==> src/rtl/iox_pkg.sv <==
// Constants and types shared by the I/O expander serial port
package iox_pkg;

   // Register select codes carried in the low bits of the command pointer
   localparam logic [1:0] REG_INPUT = 2'h0;
   localparam logic [1:0] REG_OUTPUT = 2'h1;
   localparam logic [1:0] REG_POLARITY = 2'h2;
   localparam logic [1:0] REG_DIRECTION = 2'h3;

   // Register reset values
   localparam logic [7:0] OUT_RST = 8'hFF;
   localparam logic [7:0] POL_RST = 8'h00;
   localparam logic [7:0] DIR_RST = 8'hFF;
   localparam logic [7:0] PTR_RST = 8'h00;

   // Fixed upper part of the seven-bit bus address
   localparam logic [3:0] ADDR_PREFIX = 4'h4;

   // Value of the direction flag that requests a read
   localparam logic RW_READ = 1'b1;

   // Bit counts within a byte
   localparam logic [3:0] BYTE_BITS = 4'h8;
   localparam logic [3:0] LAST_TX_BIT = 4'h7;

   // Layout of the synchronised input vector
   localparam int SYNC_W = 13;
   localparam int SCL_POS = 0;
   localparam int SDA_POS = 1;
   localparam int PIN_LSB = 2;
   localparam int STRAP_LSB = 10;

   // Bus lines idle high, pins and straps low
   localparam logic [12:0] SYNC_RST = 13'h0003;

   // Serial protocol states
   typedef enum logic [6:0] {
      ST_IDLE = 7'h01,
      ST_RECV = 7'h02,
      ST_ACK = 7'h04,
      ST_SEND = 7'h08,
      ST_MACK = 7'h10,
      ST_LOAD = 7'h20,
      ST_WAIT = 7'h40
   } iox_state_t;

endpackage

==> src/rtl/iox_top.sv <==
// Serial target port and register file of the eight-bit I/O expander
`timescale 1ns/10ps
`default_nettype none

module iox_top
   import iox_pkg::*;
(
   // Clock and reset
   input wire logic clk,
   input wire logic rst,
   // Serial bus, data line is open drain
   input wire logic scl_in,
   input wire logic sda_in,
   output logic sda_out,
   output logic sda_oe,
   // Address straps
   input wire logic addr_strap_bit0,
   input wire logic addr_strap_bit1,
   input wire logic addr_strap_bit2,
   // Port pins
   input wire logic [7:0] port_pin_in,
   output logic [7:0] port_pin_out,
   output logic [7:0] port_pin_oe,
   output logic [7:0] high_side_driver,
   output logic [7:0] low_side_driver,
   // Command pointer view
   output logic [7:0] cmd_ptr
);

   logic [SYNC_W-1:0] in_raw;
   logic [SYNC_W-1:0] sync1_q;
   logic [SYNC_W-1:0] sync2_q;
   logic [SYNC_W-1:0] sync3_q;
   logic [SYNC_W-1:0] filt_q;
   logic [SYNC_W-1:0] filt_d;
   logic [SYNC_W-1:0] agree;
   logic scl_p_q;
   logic sda_p_q;
   logic scl_f;
   logic sda_f;
   logic [7:0] pins;
   logic [2:0] strap;
   logic start_det;
   logic stop_det;
   logic scl_rise;
   logic scl_fall;

   iox_state_t st_q;
   logic [3:0] bit_cnt_q;
   logic [7:0] sr_q;
   logic addr_ph_q;
   logic cmd_ph_q;
   logic rw_q;
   logic sda_oe_q;
   logic sda_out_q;

   logic [7:0] ptr_q;
   logic [7:0] out_q;
   logic [7:0] pol_q;
   logic [7:0] dir_q;
   logic [7:0] pin_out_q;
   logic [7:0] pin_oe_q;
   logic [7:0] hi_drv_q;
   logic [7:0] lo_drv_q;

   logic byte_done;
   logic own_match;
   logic cmd_wr;
   logic data_wr;
   logic [7:0] rd_byte;

   assign in_raw = {addr_strap_bit2, addr_strap_bit1, addr_strap_bit0, port_pin_in, sda_in, scl_in};
   assign agree = ~(sync2_q ^ sync3_q);
   assign filt_d = (agree & sync3_q) | (~agree & filt_q);

   always_ff @(posedge clk or posedge rst) begin
      if (rst) begin
         sync1_q <= SYNC_RST;
         sync2_q <= SYNC_RST;
         sync3_q <= SYNC_RST;
         filt_q <= SYNC_RST;
         scl_p_q <= 1'b1;
         sda_p_q <= 1'b1;
      end else begin
         sync1_q <= in_raw;
         sync2_q <= sync1_q;
         sync3_q <= sync2_q;
         filt_q <= filt_d;
         scl_p_q <= filt_q[SCL_POS];
         sda_p_q <= filt_q[SDA_POS];
      end
   end

   assign scl_f = filt_q[SCL_POS];
   assign sda_f = filt_q[SDA_POS];
   assign pins = filt_q[PIN_LSB +: 8];
   assign strap = filt_q[STRAP_LSB +: 3];

   // data edges while clock high are control events
   assign start_det = scl_f & scl_p_q & sda_p_q & ~sda_f;
   assign stop_det = scl_f & scl_p_q & ~sda_p_q & sda_f;
   assign scl_rise = scl_f & ~scl_p_q;
   assign scl_fall = ~scl_f & scl_p_q;

   // a byte ends on the clock fall after its eighth bit
   assign byte_done = (st_q == ST_RECV) && scl_fall && (bit_cnt_q == BYTE_BITS);
   assign own_match = (sr_q[7:1] == {ADDR_PREFIX, strap});
   // first write byte is the command
   assign cmd_wr = byte_done && !addr_ph_q && cmd_ph_q;
   assign data_wr = byte_done && !addr_ph_q && !cmd_ph_q;

   always_comb begin
      case (ptr_q[1:0])
         REG_INPUT: rd_byte = pins ^ pol_q;
         REG_OUTPUT: rd_byte = out_q;
         REG_POLARITY: rd_byte = pol_q;
         REG_DIRECTION: rd_byte = dir_q;
         default: rd_byte = 8'h00;
      endcase
   end

   always_ff @(posedge clk or posedge rst) begin
      if (rst) begin
         st_q <= ST_IDLE;
         bit_cnt_q <= 4'h0;
         sr_q <= 8'h00;
         addr_ph_q <= 1'b0;
         cmd_ph_q <= 1'b0;
         rw_q <= 1'b0;
         sda_oe_q <= 1'b0;
      end else if (stop_det) begin
         st_q <= ST_IDLE;
         sda_oe_q <= 1'b0;
      end else if (start_det) begin
         st_q <= ST_RECV;
         bit_cnt_q <= 4'h0;
         addr_ph_q <= 1'b1;
         cmd_ph_q <= 1'b0;
         sda_oe_q <= 1'b0;
      end else begin
         case (st_q)
            ST_RECV: begin
               // shift in most significant bit first
               if (scl_rise && bit_cnt_q != BYTE_BITS) begin
                  sr_q <= {sr_q[6:0], sda_f};
                  bit_cnt_q <= bit_cnt_q + 4'h1;
               end
               if (byte_done) begin
                  if (addr_ph_q) begin
                     if (own_match) begin
                        // direction from the last address bit
                        rw_q <= sr_q[0];
                        cmd_ph_q <= (sr_q[0] != RW_READ);
                        addr_ph_q <= 1'b0;
                        st_q <= ST_ACK;
                        sda_oe_q <= 1'b1;
                     end else begin
                        st_q <= ST_WAIT;
                     end
                  end else begin
                     cmd_ph_q <= 1'b0;
                     st_q <= ST_ACK;
                     sda_oe_q <= 1'b1;
                  end
               end
            end
            ST_ACK: begin
               // hold low through the acknowledge high phase
               if (scl_fall) begin
                  bit_cnt_q <= 4'h0;
                  if (rw_q == RW_READ) begin
                     // read data from the stored pointer
                     st_q <= ST_SEND;
                     sr_q <= rd_byte;
                     sda_oe_q <= ~rd_byte[7];
                  end else begin
                     st_q <= ST_RECV;
                     sda_oe_q <= 1'b0;
                  end
               end
            end
            ST_SEND: begin
               if (scl_fall) begin
                  if (bit_cnt_q == LAST_TX_BIT) begin
                     st_q <= ST_MACK;
                     sda_oe_q <= 1'b0;
                  end else begin
                     sr_q <= {sr_q[6:0], 1'b0};
                     sda_oe_q <= ~sr_q[6];
                     bit_cnt_q <= bit_cnt_q + 4'h1;
                  end
               end
            end
            ST_MACK: begin
               // low means another byte is wanted
               // high ends the read with data released
               if (scl_rise) begin
                  st_q <= sda_f ? ST_WAIT : ST_LOAD;
               end
            end
            ST_LOAD: begin
               if (scl_fall) begin
                  st_q <= ST_SEND;
                  bit_cnt_q <= 4'h0;
                  sr_q <= rd_byte;
                  sda_oe_q <= ~rd_byte[7];
               end
            end
            ST_IDLE, ST_WAIT: begin
               sda_oe_q <= 1'b0;
            end
            default: begin
               st_q <= ST_IDLE;
               sda_oe_q <= 1'b0;
            end
         endcase
      end
   end

   // reset defaults leave all pins as inputs
   always_ff @(posedge clk or posedge rst) begin
      if (rst) begin
         ptr_q <= PTR_RST;
         out_q <= OUT_RST;
         pol_q <= POL_RST;
         dir_q <= DIR_RST;
      end else if (cmd_wr) begin
         // the whole byte is kept and shown on cmd_ptr
         ptr_q <= sr_q;
      end else if (data_wr) begin
         case (ptr_q[1:0])
            REG_OUTPUT: out_q <= sr_q;
            REG_POLARITY: pol_q <= sr_q;
            REG_DIRECTION: dir_q <= sr_q;
            default: out_q <= out_q;
         endcase
      end
   end

   // Pin drivers registered so every output leaves a flip-flop
   always_ff @(posedge clk or posedge rst) begin
      if (rst) begin
         pin_out_q <= OUT_RST;
         pin_oe_q <= 8'h00;
         hi_drv_q <= 8'h00;
         lo_drv_q <= 8'h00;
         sda_out_q <= 1'b0;
      end else begin
         pin_out_q <= out_q;
         // direction bit one disables the driver
         pin_oe_q <= ~dir_q;
         hi_drv_q <= ~dir_q & out_q;
         lo_drv_q <= ~dir_q & ~out_q;
         sda_out_q <= 1'b0;
      end
   end

   assign sda_out = sda_out_q;
   assign sda_oe = sda_oe_q;
   assign port_pin_out = pin_out_q;
   assign port_pin_oe = pin_oe_q;
   assign high_side_driver = hi_drv_q;
   assign low_side_driver = lo_drv_q;
   assign cmd_ptr = ptr_q;

   property p_input_hiz;
      @(posedge clk) disable iff (rst)
      1'b1 |=> ((high_side_driver | low_side_driver | port_pin_oe) & $past(dir_q)) == 8'h00;
   endproperty
   a_input_hiz: assert property (p_input_hiz) else $error("input pin has a driver on");

   property p_output_level;
      @(posedge clk) disable iff (rst)
      1'b1 |=> high_side_driver == ($past(out_q) & port_pin_oe) && low_side_driver == (~$past(out_q) & port_pin_oe);
   endproperty
   a_output_level: assert property (p_output_level) else $error("output level differs from value");

   property p_reset_inputs;
      @(posedge clk) disable iff (rst)
      $fell(rst) |-> dir_q == DIR_RST && out_q == OUT_RST && pol_q == POL_RST && port_pin_oe == 8'h00;
   endproperty
   a_reset_inputs: assert property (p_reset_inputs) else $error("registers not at defaults after reset");

   property p_start;
      @(posedge clk) disable iff (rst)
      start_det && !stop_det |=> st_q == ST_RECV && bit_cnt_q == 4'h0 && addr_ph_q && !sda_oe;
   endproperty
   a_start: assert property (p_start) else $error("start not taken");

   property p_stop;
      @(posedge clk) disable iff (rst)
      stop_det |=> st_q == ST_IDLE ##1 !sda_oe;
   endproperty
   a_stop: assert property (p_stop) else $error("stop did not return to idle");

   property p_addr_ack;
      @(posedge clk) disable iff (rst)
      byte_done && addr_ph_q && own_match && !start_det && !stop_det |=> sda_oe throughout (!scl_fall [*2]);
   endproperty
   a_addr_ack: assert property (p_addr_ack) else $error("own address not acknowledged");

   property p_foreign_addr;
      @(posedge clk) disable iff (rst)
      byte_done && addr_ph_q && !own_match && !start_det && !stop_det |=> st_q == ST_WAIT && !sda_oe;
   endproperty
   a_foreign_addr: assert property (p_foreign_addr) else $error("foreign address acknowledged");

   property p_write_ack;
      @(posedge clk) disable iff (rst)
      byte_done && !addr_ph_q && !start_det && !stop_det |=> st_q == ST_ACK && sda_oe;
   endproperty
   a_write_ack: assert property (p_write_ack) else $error("received byte not acknowledged");

   property p_input_no_write;
      @(posedge clk) disable iff (rst)
      data_wr && ptr_q[1:0] == REG_INPUT |=> $stable(out_q) && $stable(pol_q) && $stable(dir_q);
   endproperty
   a_input_no_write: assert property (p_input_no_write) else $error("write to input register had effect");

   property p_nack_release;
      @(posedge clk) disable iff (rst)
      st_q == ST_MACK && scl_rise && sda_f && !stop_det && !start_det |=> st_q == ST_WAIT ##1 !sda_oe;
   endproperty
   a_nack_release: assert property (p_nack_release) else $error("data not released after nack");

   property p_ptr_hold;
      @(posedge clk) disable iff (rst)
      !cmd_wr |=> $stable(ptr_q);
   endproperty
   a_ptr_hold: assert property (p_ptr_hold) else $error("pointer changed without command byte");

endmodule

`default_nettype wire

==> config.mk <==
export PLATFORM = sky130hd
export DESIGN_NAME = iox_top
export DESIGN_NICKNAME = d
export VERILOG_FILES = /design/src/rtl/iox_pkg.sv /design/src/rtl/iox_top.sv
export SDC_FILE = /design/constraint.sdc
export NUM_CORES = 1
export LEC_CHECK = 0
export ABC_AREA = 1
export BUFFER_PORTS_ARGS = -buffer_cell sky130_fd_sc_hd__buf_2
export CORE_MARGIN = 2
export CORE_UTILIZATION = 58
export CTS_CLUSTER_SIZE = 8
export DETAILED_ROUTE_END_ITERATION = 8
export HOLD_SLACK_MARGIN = 0.12
export PLACE_DENSITY = 0.78
export SYNTH_ARGS = -nofsm -noshare
export SYNTH_HDL_FRONTEND = slang
export SYNTH_SLANG_ARGS = --single-unit
==> constraint.sdc <==
create_clock -name clk -period 5.9 [get_ports clk]
set_input_delay 0.885 -clock clk [delete_from_list [all_inputs] [get_ports clk]]
set_output_delay 0.885 -clock clk [all_outputs]
set_load 0.1 [all_outputs]
==> out/qor.csv, run 1 <==
stage;metric;value;unit
status;status;finished clean;
yosys;synth_area_leaders;dfrtp_1, dfstp_2, nand2_1;
setup_path;crit_family;flip-flops;
final_layout;reg_top3;sync1_q: 13 flops, sync2_q: 13 flops, sync3_q: 13 flops;
timing;hold_violations;0;
grt;grt_pass1_vias;4032;
power;max-vdd-ir-drop;0.283;mV
route;wl_per_cell;14.2;um
grt;grt_pass1_wl;19.8;mm
cts;clk_latency;0.53;ns
cts;clk_pin_slew;0.06;ns
grt;antenna_found_initial;0;
setup_path;cp_max_fo;13;
setup_path;worstPathRequired;5.02;ns
power;leakage;3.22;nW
yosys;synth_edf_count;0;
floorplanning;initial_core_util;59.4;%
route;vias_per_cell;5.07;
cts;htree_num_levels;4;
timing;slew-limit-headroom;41.2;%
setup_path;critPathMaxStageDelay;0.61;ns
yosys;synth_common_cells;nand2_1, dfrtp_1, nor2_1;
timing;period_minus_slack;2.55;ns
setup_path;cp_cell_sequence;buf_2;
setup_path;crit_type;flip-flop to primary output;
yosys;yosysSeqAreaShare;61.8;%
timing;fin_ws;3.35;ns
cts;root_buffer;clkbuf_8;
floorplanning;dieWidth;104;um
cts;ctsHoldBuffers;0;
floorplanning;io_pins;57;
floorplanning;coreArea;0.00973;sq mm
final_layout;syn2layout_area_growth;15.9;%
cts;post_cts_buffers;0;
timing;setup_tns;0;ns
setup_path;path_buf_inv;1;
grt;gr-total-overflow;0;
cts;cts_tree;done;
setup_path;reg2reg_from;st_q[4];
setup_path;crit_slowest_cell;dfrtp_1;
timing;final-setup-viol-count;0;
yosys;avgSynthCellArea;9.48;sq um
route;vias;4155;
timing;fmaxAchievable;393;MHz
placed_design;post-place-ws;3.62;ns
min_path;hp-class;flip-flop to flip-flop;
yosys;syn_area;0.00578;sq mm
cts;cts-buffers-inserted;17;
yosys;async_flop_share;100;%
route;finalWirelength;11.6;mm
placed_design;portBuffers;55;
grt;globalRouteTotalUtil;23.5;%
setup_path;critPathLaunchType;flip-flop;
route;drc;0;
final_layout;drive_gt1_share;22.2;%
flow_run;cap_violations;0;
floorplanning;dieHeight;104;um
timing;finalClockSkew;0.0119;ns
grt;grt_max_degree;85;
floorplanning;dieArea;0.0108;sq mm
final_layout;fill_cells;751;
cts;cts_resized;0;
final_layout;n_antenna_cell;0;
yosys;synth_flop_cell;dfrtp_1;
cts;cts.sinks;141;
yosys;synth_top_area_share;45.9;%
placed_design;gp_congestion;0.912;
setup_path;critPathCaptureType;primary output;
yosys;synth_fp_nets;627;
yosys;synth_top_cell_by_area;dfrtp_1;
yosys;yosys_warnings;0;
setup_path;critPathLaunch;cmd_ptr[1];
timing;drv_slew;0;
cts;cts_buffer_depth;2;
placed_design;dp_hpwl;8.10;mm
timing;worstMarginPinSlew;0.879;ns
route;first_pass_iters;9;
yosys;postSynthCellCount;610;
final_layout;final_nets;690;
yosys;synth_most_common_cell;nand2_1;
min_path;hp-start;sync1_q[6];
yosys;synth.distinct_cells;35;
timing;fin_crit_sh;43.1;%
yosys;ys_ff_latch;141;
floorplanning;rows;36;
route;drt_iter0_drc;235;
timing;rsz0062_at_grt;no;
route;detail-route-antenna-nets;0;
power;p_per_area;331;mW/mm^2
setup_path;cp.arrival;1.66;ns
## where the power goes
part           leakage (nW)  total, mW  switching (mW)  internal (mW)
clock network         0.275      0.986           0.447          0.538
registers              1.65       1.05          0.0368           1.02
logic                  1.29      0.180           0.128         0.0520
## final cells by class
cell class | instances | area (sq um) | area share, %
Clock buffer | 17 | 414 | 6.18
Inverter | 59 | 226 | 3.38
Tap cell | 133 | 166 | 2.48
Sequential cell | 141 | 3570 | 53.3
Clock inverter | 15 | 144 | 2.15
Multi-Input combinational cell | 398 | 1900 | 28.3
Timing Repair Buffer | 56 | 283 | 4.22
## kinds of logic after synthesis
family / share of synthesized area [%]
simple gates: 23.3
flops: 61.8
buf+inv: 5.43
compound gates: 5.39
fa+ha+maj: 2.68
xor+xnor: 1.36
other cells: 0.0649
## stage by stage
step	instances	util, %	total power [mW]	area, sq um	hold slack (ns)
3_5_place_dp	787	63.1	1.25	6140	0.335
4_1_cts	819	68.9	2.23	6700	0.349
6_report	819	68.9	2.22	6700	0.348
5_1_grt	819	68.9	2.31	6700	0.358
2_1_floorplan	610	-	1.19	5780	0.331
3_3_place_gp	787	63.1	1.24	6140	0.331
## path summary, 6_finish.rpt
kind                         endpoint  slack (ns)  cells after the start
max                        cmd_ptr[1]        3.35                      1
min                        sync2_q[6]        0.35                      0
max reg2reg                   sr_q[2]        3.65                      9
min reg2reg                sync2_q[6]        0.35                      0
max in group asynchronous     sr_q[5]        4.25                      3
min in group asynchronous  sync3_q[3]        0.47                      2
## layout by cell type (no fill, tap or decap), drive strengths merged
master and count:
dfrtp 106, a31oi 1, xor2 8, o211ai 1, nand3 38, clkbuf 17
nor2 86, xnor2 1, maj3 13, nand3b 1, or2 1, nor3b 1
buf 56, clkinvlp 1, clkinv 6, ha 2, inv 67, nand2 189
o21ai 37, o31ai 1, nand4 3, nor3 2, conb 1, a21oi 12
dfstp 35
## routing by layer
metal  vias up  part of all wire (%)  GRT usage (%)
met4         0                   1.6           8.11
li1       2037                     -              -
met3        18                   6.7           6.04
met1      1952                    47           34.3
met5         -                     0              0
met2       148                    45           34.7
(Power assumes the default switching activity.)
==> run 2, diff against run 1 <==
Clock period 5.9 ns to 2.6 ns, I/O delays scaled along.
==> run 2 against run 1 <==
Effect of this change: total power rose by 140%; combinational power rose by 140%; first-iteration DRC count shrank 3.4%; flip-flop and latch count did not move; die area unchanged; highest routed layer unchanged.
==> out/qor.csv, run 2 (same netlist as run 1, synthesis figures left out) <==
stage;metric;value;unit;change
grt;grt.busiest_layer;met2;;
route;first_pass_iters;5;;-4
placed_design;gp_congestion;0.871;;-4.4%
floorplanning;rows;36;;unchanged
timing;fmaxAchievable;459;MHz;
floorplanning;coreArea;0.00973;sq mm;unchanged
final_layout;layout_commonest_cell;nand2_1;;
grt;grt_pass1_vias;4181;;+3.7%
setup_path;cp.arrival;2.60;ns;+0.94 ns
timing;drv_slew;0;;unchanged
power;leakage;3.31;nW;+2.9%
cts;cts.sinks;141;;unchanged
timing;slew-limit-headroom;58.9;%;+18 points
setup_path;ff2ff_setup_slack;0.42;ns;-3.23 ns
route;vias_per_cell;5.11;;+0.75%
route;wl_per_cell;14.1;um;-0.38%
grt;use_met1;34.7;%;+0.48 points
cts;cts_resized;0;;unchanged
timing;final-setup-viol-count;0;;unchanged
floorplanning;dieArea;0.0108;sq mm;unchanged
final_layout;n_antenna_cell;0;;unchanged
cts;post_cts_buffers;0;;unchanged
route;drt_iter0_drc;227;;-3.4%
placed_design;dp_hpwl;7.95;mm;-1.8%
route;vias;4273;;+2.8%
floorplanning;initial_core_util;59.4;%;unchanged
grt;grt_max_degree;63;;-26%
timing;hold_violations;0;;unchanged
grt;antenna_found_initial;0;;unchanged
grt;gr-usage-met2;35.7;%;+0.99 points
grt;use_met3;5.85;%;-0.19 points
setup_path;crit_path_frequent_cell;nand2_1;;
grt;grt_pass1_wl;20.4;mm;+2.9%
setup_path;critPathCaptureType;flip-flop;;
timing;setup_tns;0;ns;unchanged
cts;root_buffer;clkbuf_8;;
cts;clk_latency;0.53;ns;about the same
cts;htree_num_levels;4;;unchanged
setup_path;crit_slowest_cell;dfrtp_1;;
min_path;hp-class;flip-flop to flip-flop;;
cts;cts_tree;done;;
setup_path;critPathLaunchType;flip-flop;;
timing;worstMarginPinSlew;0.616;ns;-0.263 ns
route;finalWirelength;11.8;mm;+1.7%
floorplanning;io_pins;57;;unchanged
setup_path;cp_cell_sequence;nor2_1 -> nand2_1 -> nor2_4 -> inv_1 -> nand2_1 -> clkinv_1 -> nand3_1 -> nand2_1 -> nand3_1 -> nand2_1;;
power;max-vdd-ir-drop;0.557;mV;+96%
final_layout;drive_gt1_share;21.9;%;-0.25 points
placed_design;portBuffers;55;;unchanged
cts;cts_buffer_depth;2;;unchanged
power;p_per_area;759;mW/mm^2;+130%
final_layout;final_cell_mix;nand2_1, dfrtp_1, nor2_1, inv_1, buf_2;;
floorplanning;dieHeight;104;um;unchanged
flow_run;cap_violations;0;;unchanged
cts;ctsHoldBuffers;14;;+14
setup_path;worstPathRequired;3.02;ns;-2.00 ns
timing;period_minus_slack;2.18;ns;
route;drc;0;;unchanged
grt;globalRouteTotalUtil;24.1;%;+0.60 points
final_layout;reg_top3;sync1_q: 13 flops, sync2_q: 13 flops, sync3_q: 13 flops;;
final_layout;final_nets;707;;+2.5%
setup_path;crit_type;flip-flop to flip-flop;;
floorplanning;dieWidth;104;um;unchanged
final_layout;syn2layout_area_growth;19.8;%;
timing;finalClockSkew;0.00682;ns;-0.00504 ns
grt;gr-total-overflow;0;;unchanged
cts;clk_pin_slew;0.06;ns;about the same
setup_path;critPathMaxStageDelay;0.42;ns;-0.19 ns
power;power;5.26;mW;+140%
timing;rsz0062_at_grt;no;;
timing;fin_crit_sh;83.8;%;
setup_path;cp_max_fo;11;;-2
cts;cts-buffers-inserted;17;;unchanged
status;status;finished clean;;
route;detail-route-antenna-nets;0;;unchanged
run 2: area by class of cell:
cell class                 instances  area [sq um]
clock buffer                      18           418
clock inverter                    14           181
fill                             742          2800
inverter                          59           225
multi-input combinational        398          1900
sequential                       141          3570
tap                              133           166
timing repair buffer              73           470
run 2: worst paths after layout:
check | from | endpoint | cells after the start
worst max-delay path | st_q[1] | sr_q[0] | 10
worst min-delay path | sync1_q[6] | sync2_q[6] | 0
worst max register to register | st_q[1] | sr_q[0] | 10
worst min register to register | sync1_q[6] | sync2_q[6] | 0
max in group asynchronous | rst | out_q[4] | 4
min in group asynchronous | rst | sync1_q[6] | 3
run 2: power breakdown:
group          switching [mW]  internal, mW
Combinational           0.300         0.139
Clock                   0.954          1.48
Sequential             0.0797          2.30
run 2: metrics by stage:
stage | util, % | instance area (sq um) | hold slack, ns | std cells | setup slack, ns
after global placement | 63.6 | 6190 | 0.333 | 790 | 0.584
after floorplan | - | 5790 | 0.331 | 610 | 0.475
after global routing | 71.2 | 6930 | 0.355 | 836 | 0.144
after detailed placement | 63.6 | 6190 | 0.337 | 790 | 0.491
final | 71.2 | 6930 | 0.348 | 836 | 0.422
after CTS | 71.2 | 6930 | 0.351 | 836 | 0.473
run 2: per-layer routing:
metal | wire [um] | up-vias
li1 | - | 2070
met1 | 5510 | 2039
met2 | 5340 | 143
met3 | 745 | 21
met4 | 202 | 0
met5 | 0 | -
run 2: worst max-delay path: cells and delay by family (launching register included):
kind,cells,cell delay (ns)
buffers and inverters,2,0.44
DFF,1,0.42
and+or+nand+nor,8,1.21
==> run 3, diff against run 2 <==
Settings changed: ABC_AREA 1 to 0, PLACE_DENSITY 0.78 to 0.79.
Clock period 2.6 ns to 2.1 ns, I/O delays scaled along.
==> run 3 against run 2 <==
Effect of this change: wire length grew 1.5%; total power grew 18%; worst hold slack lost 0.0024 ns; register-to-register slack lost 0.38 ns; critical endpoint is now pol_q[4]; setup slack lost 0.38 ns; largest cell class unchanged; clock-buffer cell count is the same; sequential share of layout area shrank 1.7 points; core utilization grew 3.6 points; via count shrank 13%; global-route usage grew 0.73 points.
==> out/qor.csv, run 3 <==
stage;metric;value;unit;change
cts;cts-buffers-inserted;17;;unchanged
setup_path;rr_endpoint;pol_q[4];;
final_layout;drive_gt1_share;44.2;%;+22 points
placed_design;gp_congestion;0.913;;+4.7%
grt;globalRouteTotalUtil;24.9;%;+0.73 points
cts;cts.sinks;141;;unchanged
yosys;avgSynthCellArea;13.5;sq um;+43%
yosys;syn_area;0.00565;sq mm;-2.2%
timing;slew-limit-headroom;57.3;%;-1.5 points
route;finalWirelength;12.0;mm;+1.5%
power;leakage;3.22;nW;-2.8%
route;drt_iter0_drc;173;;-24%
yosys;synth_top_cell_by_area;dfrtp_1;;
yosys;synth.distinct_cells;59;;+69%
yosys;yosys_warnings;0;;unchanged
route;drc;0;;unchanged
cts;post_cts_buffers;0;;unchanged
cts;clk_latency;0.52;ns;about the same
floorplanning;coreArea;0.00959;sq mm;-1.4%
setup_path;r2r_cells;6;;-4
grt;grt_pass1_wl;19.3;mm;-5.1%
cts;clk_pin_slew;0.06;ns;about the same
timing;setup_tns;0;ns;unchanged
floorplanning;dieWidth;103;um;-1.1%
route;vias_per_cell;5.46;;+6.9%
final_layout;final_nets;553;;-22%
setup_path;cp.arrival;2.46;ns;-0.14 ns
yosys;postSynthCellCount;418;;-31%
route;detail-route-antenna-nets;0;;unchanged
power;p_per_area;865;mW/mm^2;+14%
setup_path;crit_type;flip-flop to flip-flop;;
floorplanning;io_pins;57;;unchanged
power;power;6.21;mW;+18%
timing;final-setup-viol-count;0;;unchanged
floorplanning;dieHeight;103;um;-1.1%
yosys;synth_flop_cell;dfrtp_1;;
cts;htree_num_levels;4;;unchanged
flow_run;cap_violations;0;;unchanged
grt;grt_max_degree;72;;+14%
floorplanning;dieArea;0.0106;sq mm;-2.1%
yosys;synth_fp_nets;435;;-31%
cts;root_buffer;clkbuf_8;;
timing;hold_violations;0;;unchanged
timing;worstMarginPinSlew;0.640;ns;+0.0243 ns
yosys;synth_edf_count;0;;unchanged
setup_path;ff2ff_setup_slack;0.04;ns;-0.38 ns
power;internal_power;4.81;mW;+22%
grt;antenna_found_initial;0;;unchanged
yosys;async_flop_share;100;%;unchanged
route;first_pass_iters;4;;-1
final_layout;final_cell_mix;dfrtp_1, buf_2, mux2_2, buf_4, dfstp_2;;
timing;finalClockSkew;0.0166;ns;+0.00976 ns
power;p_sw_share;22.6;%;-2.8 points
timing;rsz0062_at_grt;yes;;
power;p_sw;1.40;mW;+5.2%
yosys;ys_ff_latch;141;;unchanged
setup_path;critPathLaunchType;flip-flop;;
timing;hold_ws;0.345;ns;-0.00238 ns
power;p_comb_share;6.5;%;-1.9 points
floorplanning;rows;36;;unchanged
min_path;hold_depth;0;;unchanged
yosys;synth_top_area_share;46.9;%;+1.0 points
placed_design;portBuffers;55;;unchanged
min_path;holdPathEnd;sync2_q[9];;
grt;grt_pass1_vias;3774;;-9.7%
power;power.share.clock;47.2;%;+0.9 points
setup_path;cp_max_fo;8;;-3
grt;gr-total-overflow;0;;unchanged
final_layout;syn2layout_area_growth;27.0;%;
cts;cts_tree;done;;
timing;fmaxAchievable;486;MHz;+5.9%
power;seq_power_share;46.3;%;+1.0 points
yosys;synth_common_cells;dfrtp_1, mux2_2, dfstp_2;;
cts;cts_buffer_depth;2;;unchanged
setup_path;worstPathRequired;2.50;ns;-0.52 ns
setup_path;critPathCaptureType;flip-flop;;
final_layout;reg_top3;sync1_q: 13 flops, sync2_q: 13 flops, sync3_q: 13 flops;;
floorplanning;initial_core_util;58.9;%;-0.49 points
timing;drv_slew;0;;unchanged
route;vias;3720;;-13%
yosys;synth_most_common_cell;dfrtp_1;;
final_layout;layout_commonest_cell;dfrtp_1;;
route;wl_per_cell;17.6;um;+25%
timing;period_minus_slack;2.06;ns;-0.121 ns
setup_path;reg2reg_from;st_q[2];;
min_path;hp-class;flip-flop to flip-flop;;
min_path;hp-start;sync1_q[9];;
yosys;yosysSeqAreaShare;63.2;%;+1.4 points
final_layout;n_antenna_cell;0;;unchanged
yosys;synth_area_leaders;dfrtp_1, dfstp_2, mux2_2;;
power;max-vdd-ir-drop;0.687;mV;+23%
timing;fin_crit_sh;97.9;%;+14 points
placed_design;dp_hpwl;7.83;mm;-1.4%
status;status;finished clean;;
[run 3: cell count changes in the layout (fill, tap and decap cells not counted), sizes merged, moves of 6 or more]
cell	change
nand2	-166
nor2	-65
mux2	+51
inv	-43
buf	+40
nand3	-29
o21ai	-18
nor2b	+13
mux2i	+11
nand2b	+8
nand3b	+7
xnor2	+7
a21oi	-6
[run 3: cell families after synthesis]
| logic type | count (synthesis) | synth area share (%) |
|---|---|---|
| AO/OA/AOI/OAI | 48 | 5.93 |
| multiplexers | 62 | 12.1 |
| buffers and inverters | 30 | 2.50 |
| XOR/XNOR | 15 | 2.32 |
| flip-flops | 141 | 63.2 |
| AND/OR/NAND/NOR | 106 | 11.2 |
| other | 1 | 0.0663 |
| adder cells (fa/ha/maj) | 15 | 2.74 |
[run 3: worst max path at each step]
stage	depth (start not counted)	end	startpoint	slack [ns]
CTS	5	rw_q	st_q[3]	0.01
global route	6	dir_q[0]	st_q[2]	-0.04
floorplan	1	cmd_ptr[1]	rst	-0.1
global placement	7	st_q[4]	bit_cnt_q[0]	0.008
finish	6	pol_q[4]	st_q[2]	0.04
detailed placement	7	st_q[4]	bit_cnt_q[0]	-0.006
[run 3: stage by stage]
stage	cells	utilization [%]	setup slack, ns	instance area (sq um)
global placement	636	66.8	0.00818	6400
finish	681	74.8	0.0432	7180
CTS	681	74.4	0.00982	7140
detailed placement	636	66.8	-0.00566	6400
floorplan	418	-	-0.0993	5710
global route	681	74.8	-0.0449	7180
[run 3: area by class of cell]
type | count | area, sq um
flip-flops and latches | 141 | 3580
clock buffers | 18 | 418
repair buffers | 113 | 773
inverters | 16 | 63.8
well taps | 133 | 166
clock inverters | 13 | 164
fillers | 601 | 2410
multi-input cells | 247 | 2020
[run 3: critical path, stage by stage, from the launching register on]
cell,delay (ns)
dfrtp_2,0.45
nor4b_4,0.38
nand4_1,0.22
nor3_2,0.16
buf_4,0.16
nand3b_2,0.21
mux2_2,0.36
[run 3: layer usage]
layer	vias up	track usage (%)	share of wire, %
li1	1715	-	-
met3	17	7.05	5.5
met5	-	0	0
met1	1866	34.3	45
met2	122	37.7	48
met4	0	10.2	1.6
[run 3: power by group through the flow]
stage	logic, mW	registers (mW)	clock network (mW)
6_report	0.406	2.87	2.93
5_1_grt	0.447	2.88	3.12
4_1_cts	0.398	2.87	3.00
3_5_place_dp	0.368	2.92	0
3_3_place_gp	0.362	2.91	0
2_1_floorplan	0.233	2.90	0
[run 3: what timing repair did]
item                                    4_1_cts  5_1_grt
gates resized for setup                       3       12
endpoints found under the setup margin        5       30
pin swaps                                     0        2
hold buffers                                 14        0
endpoints found under the hold margin       119        0
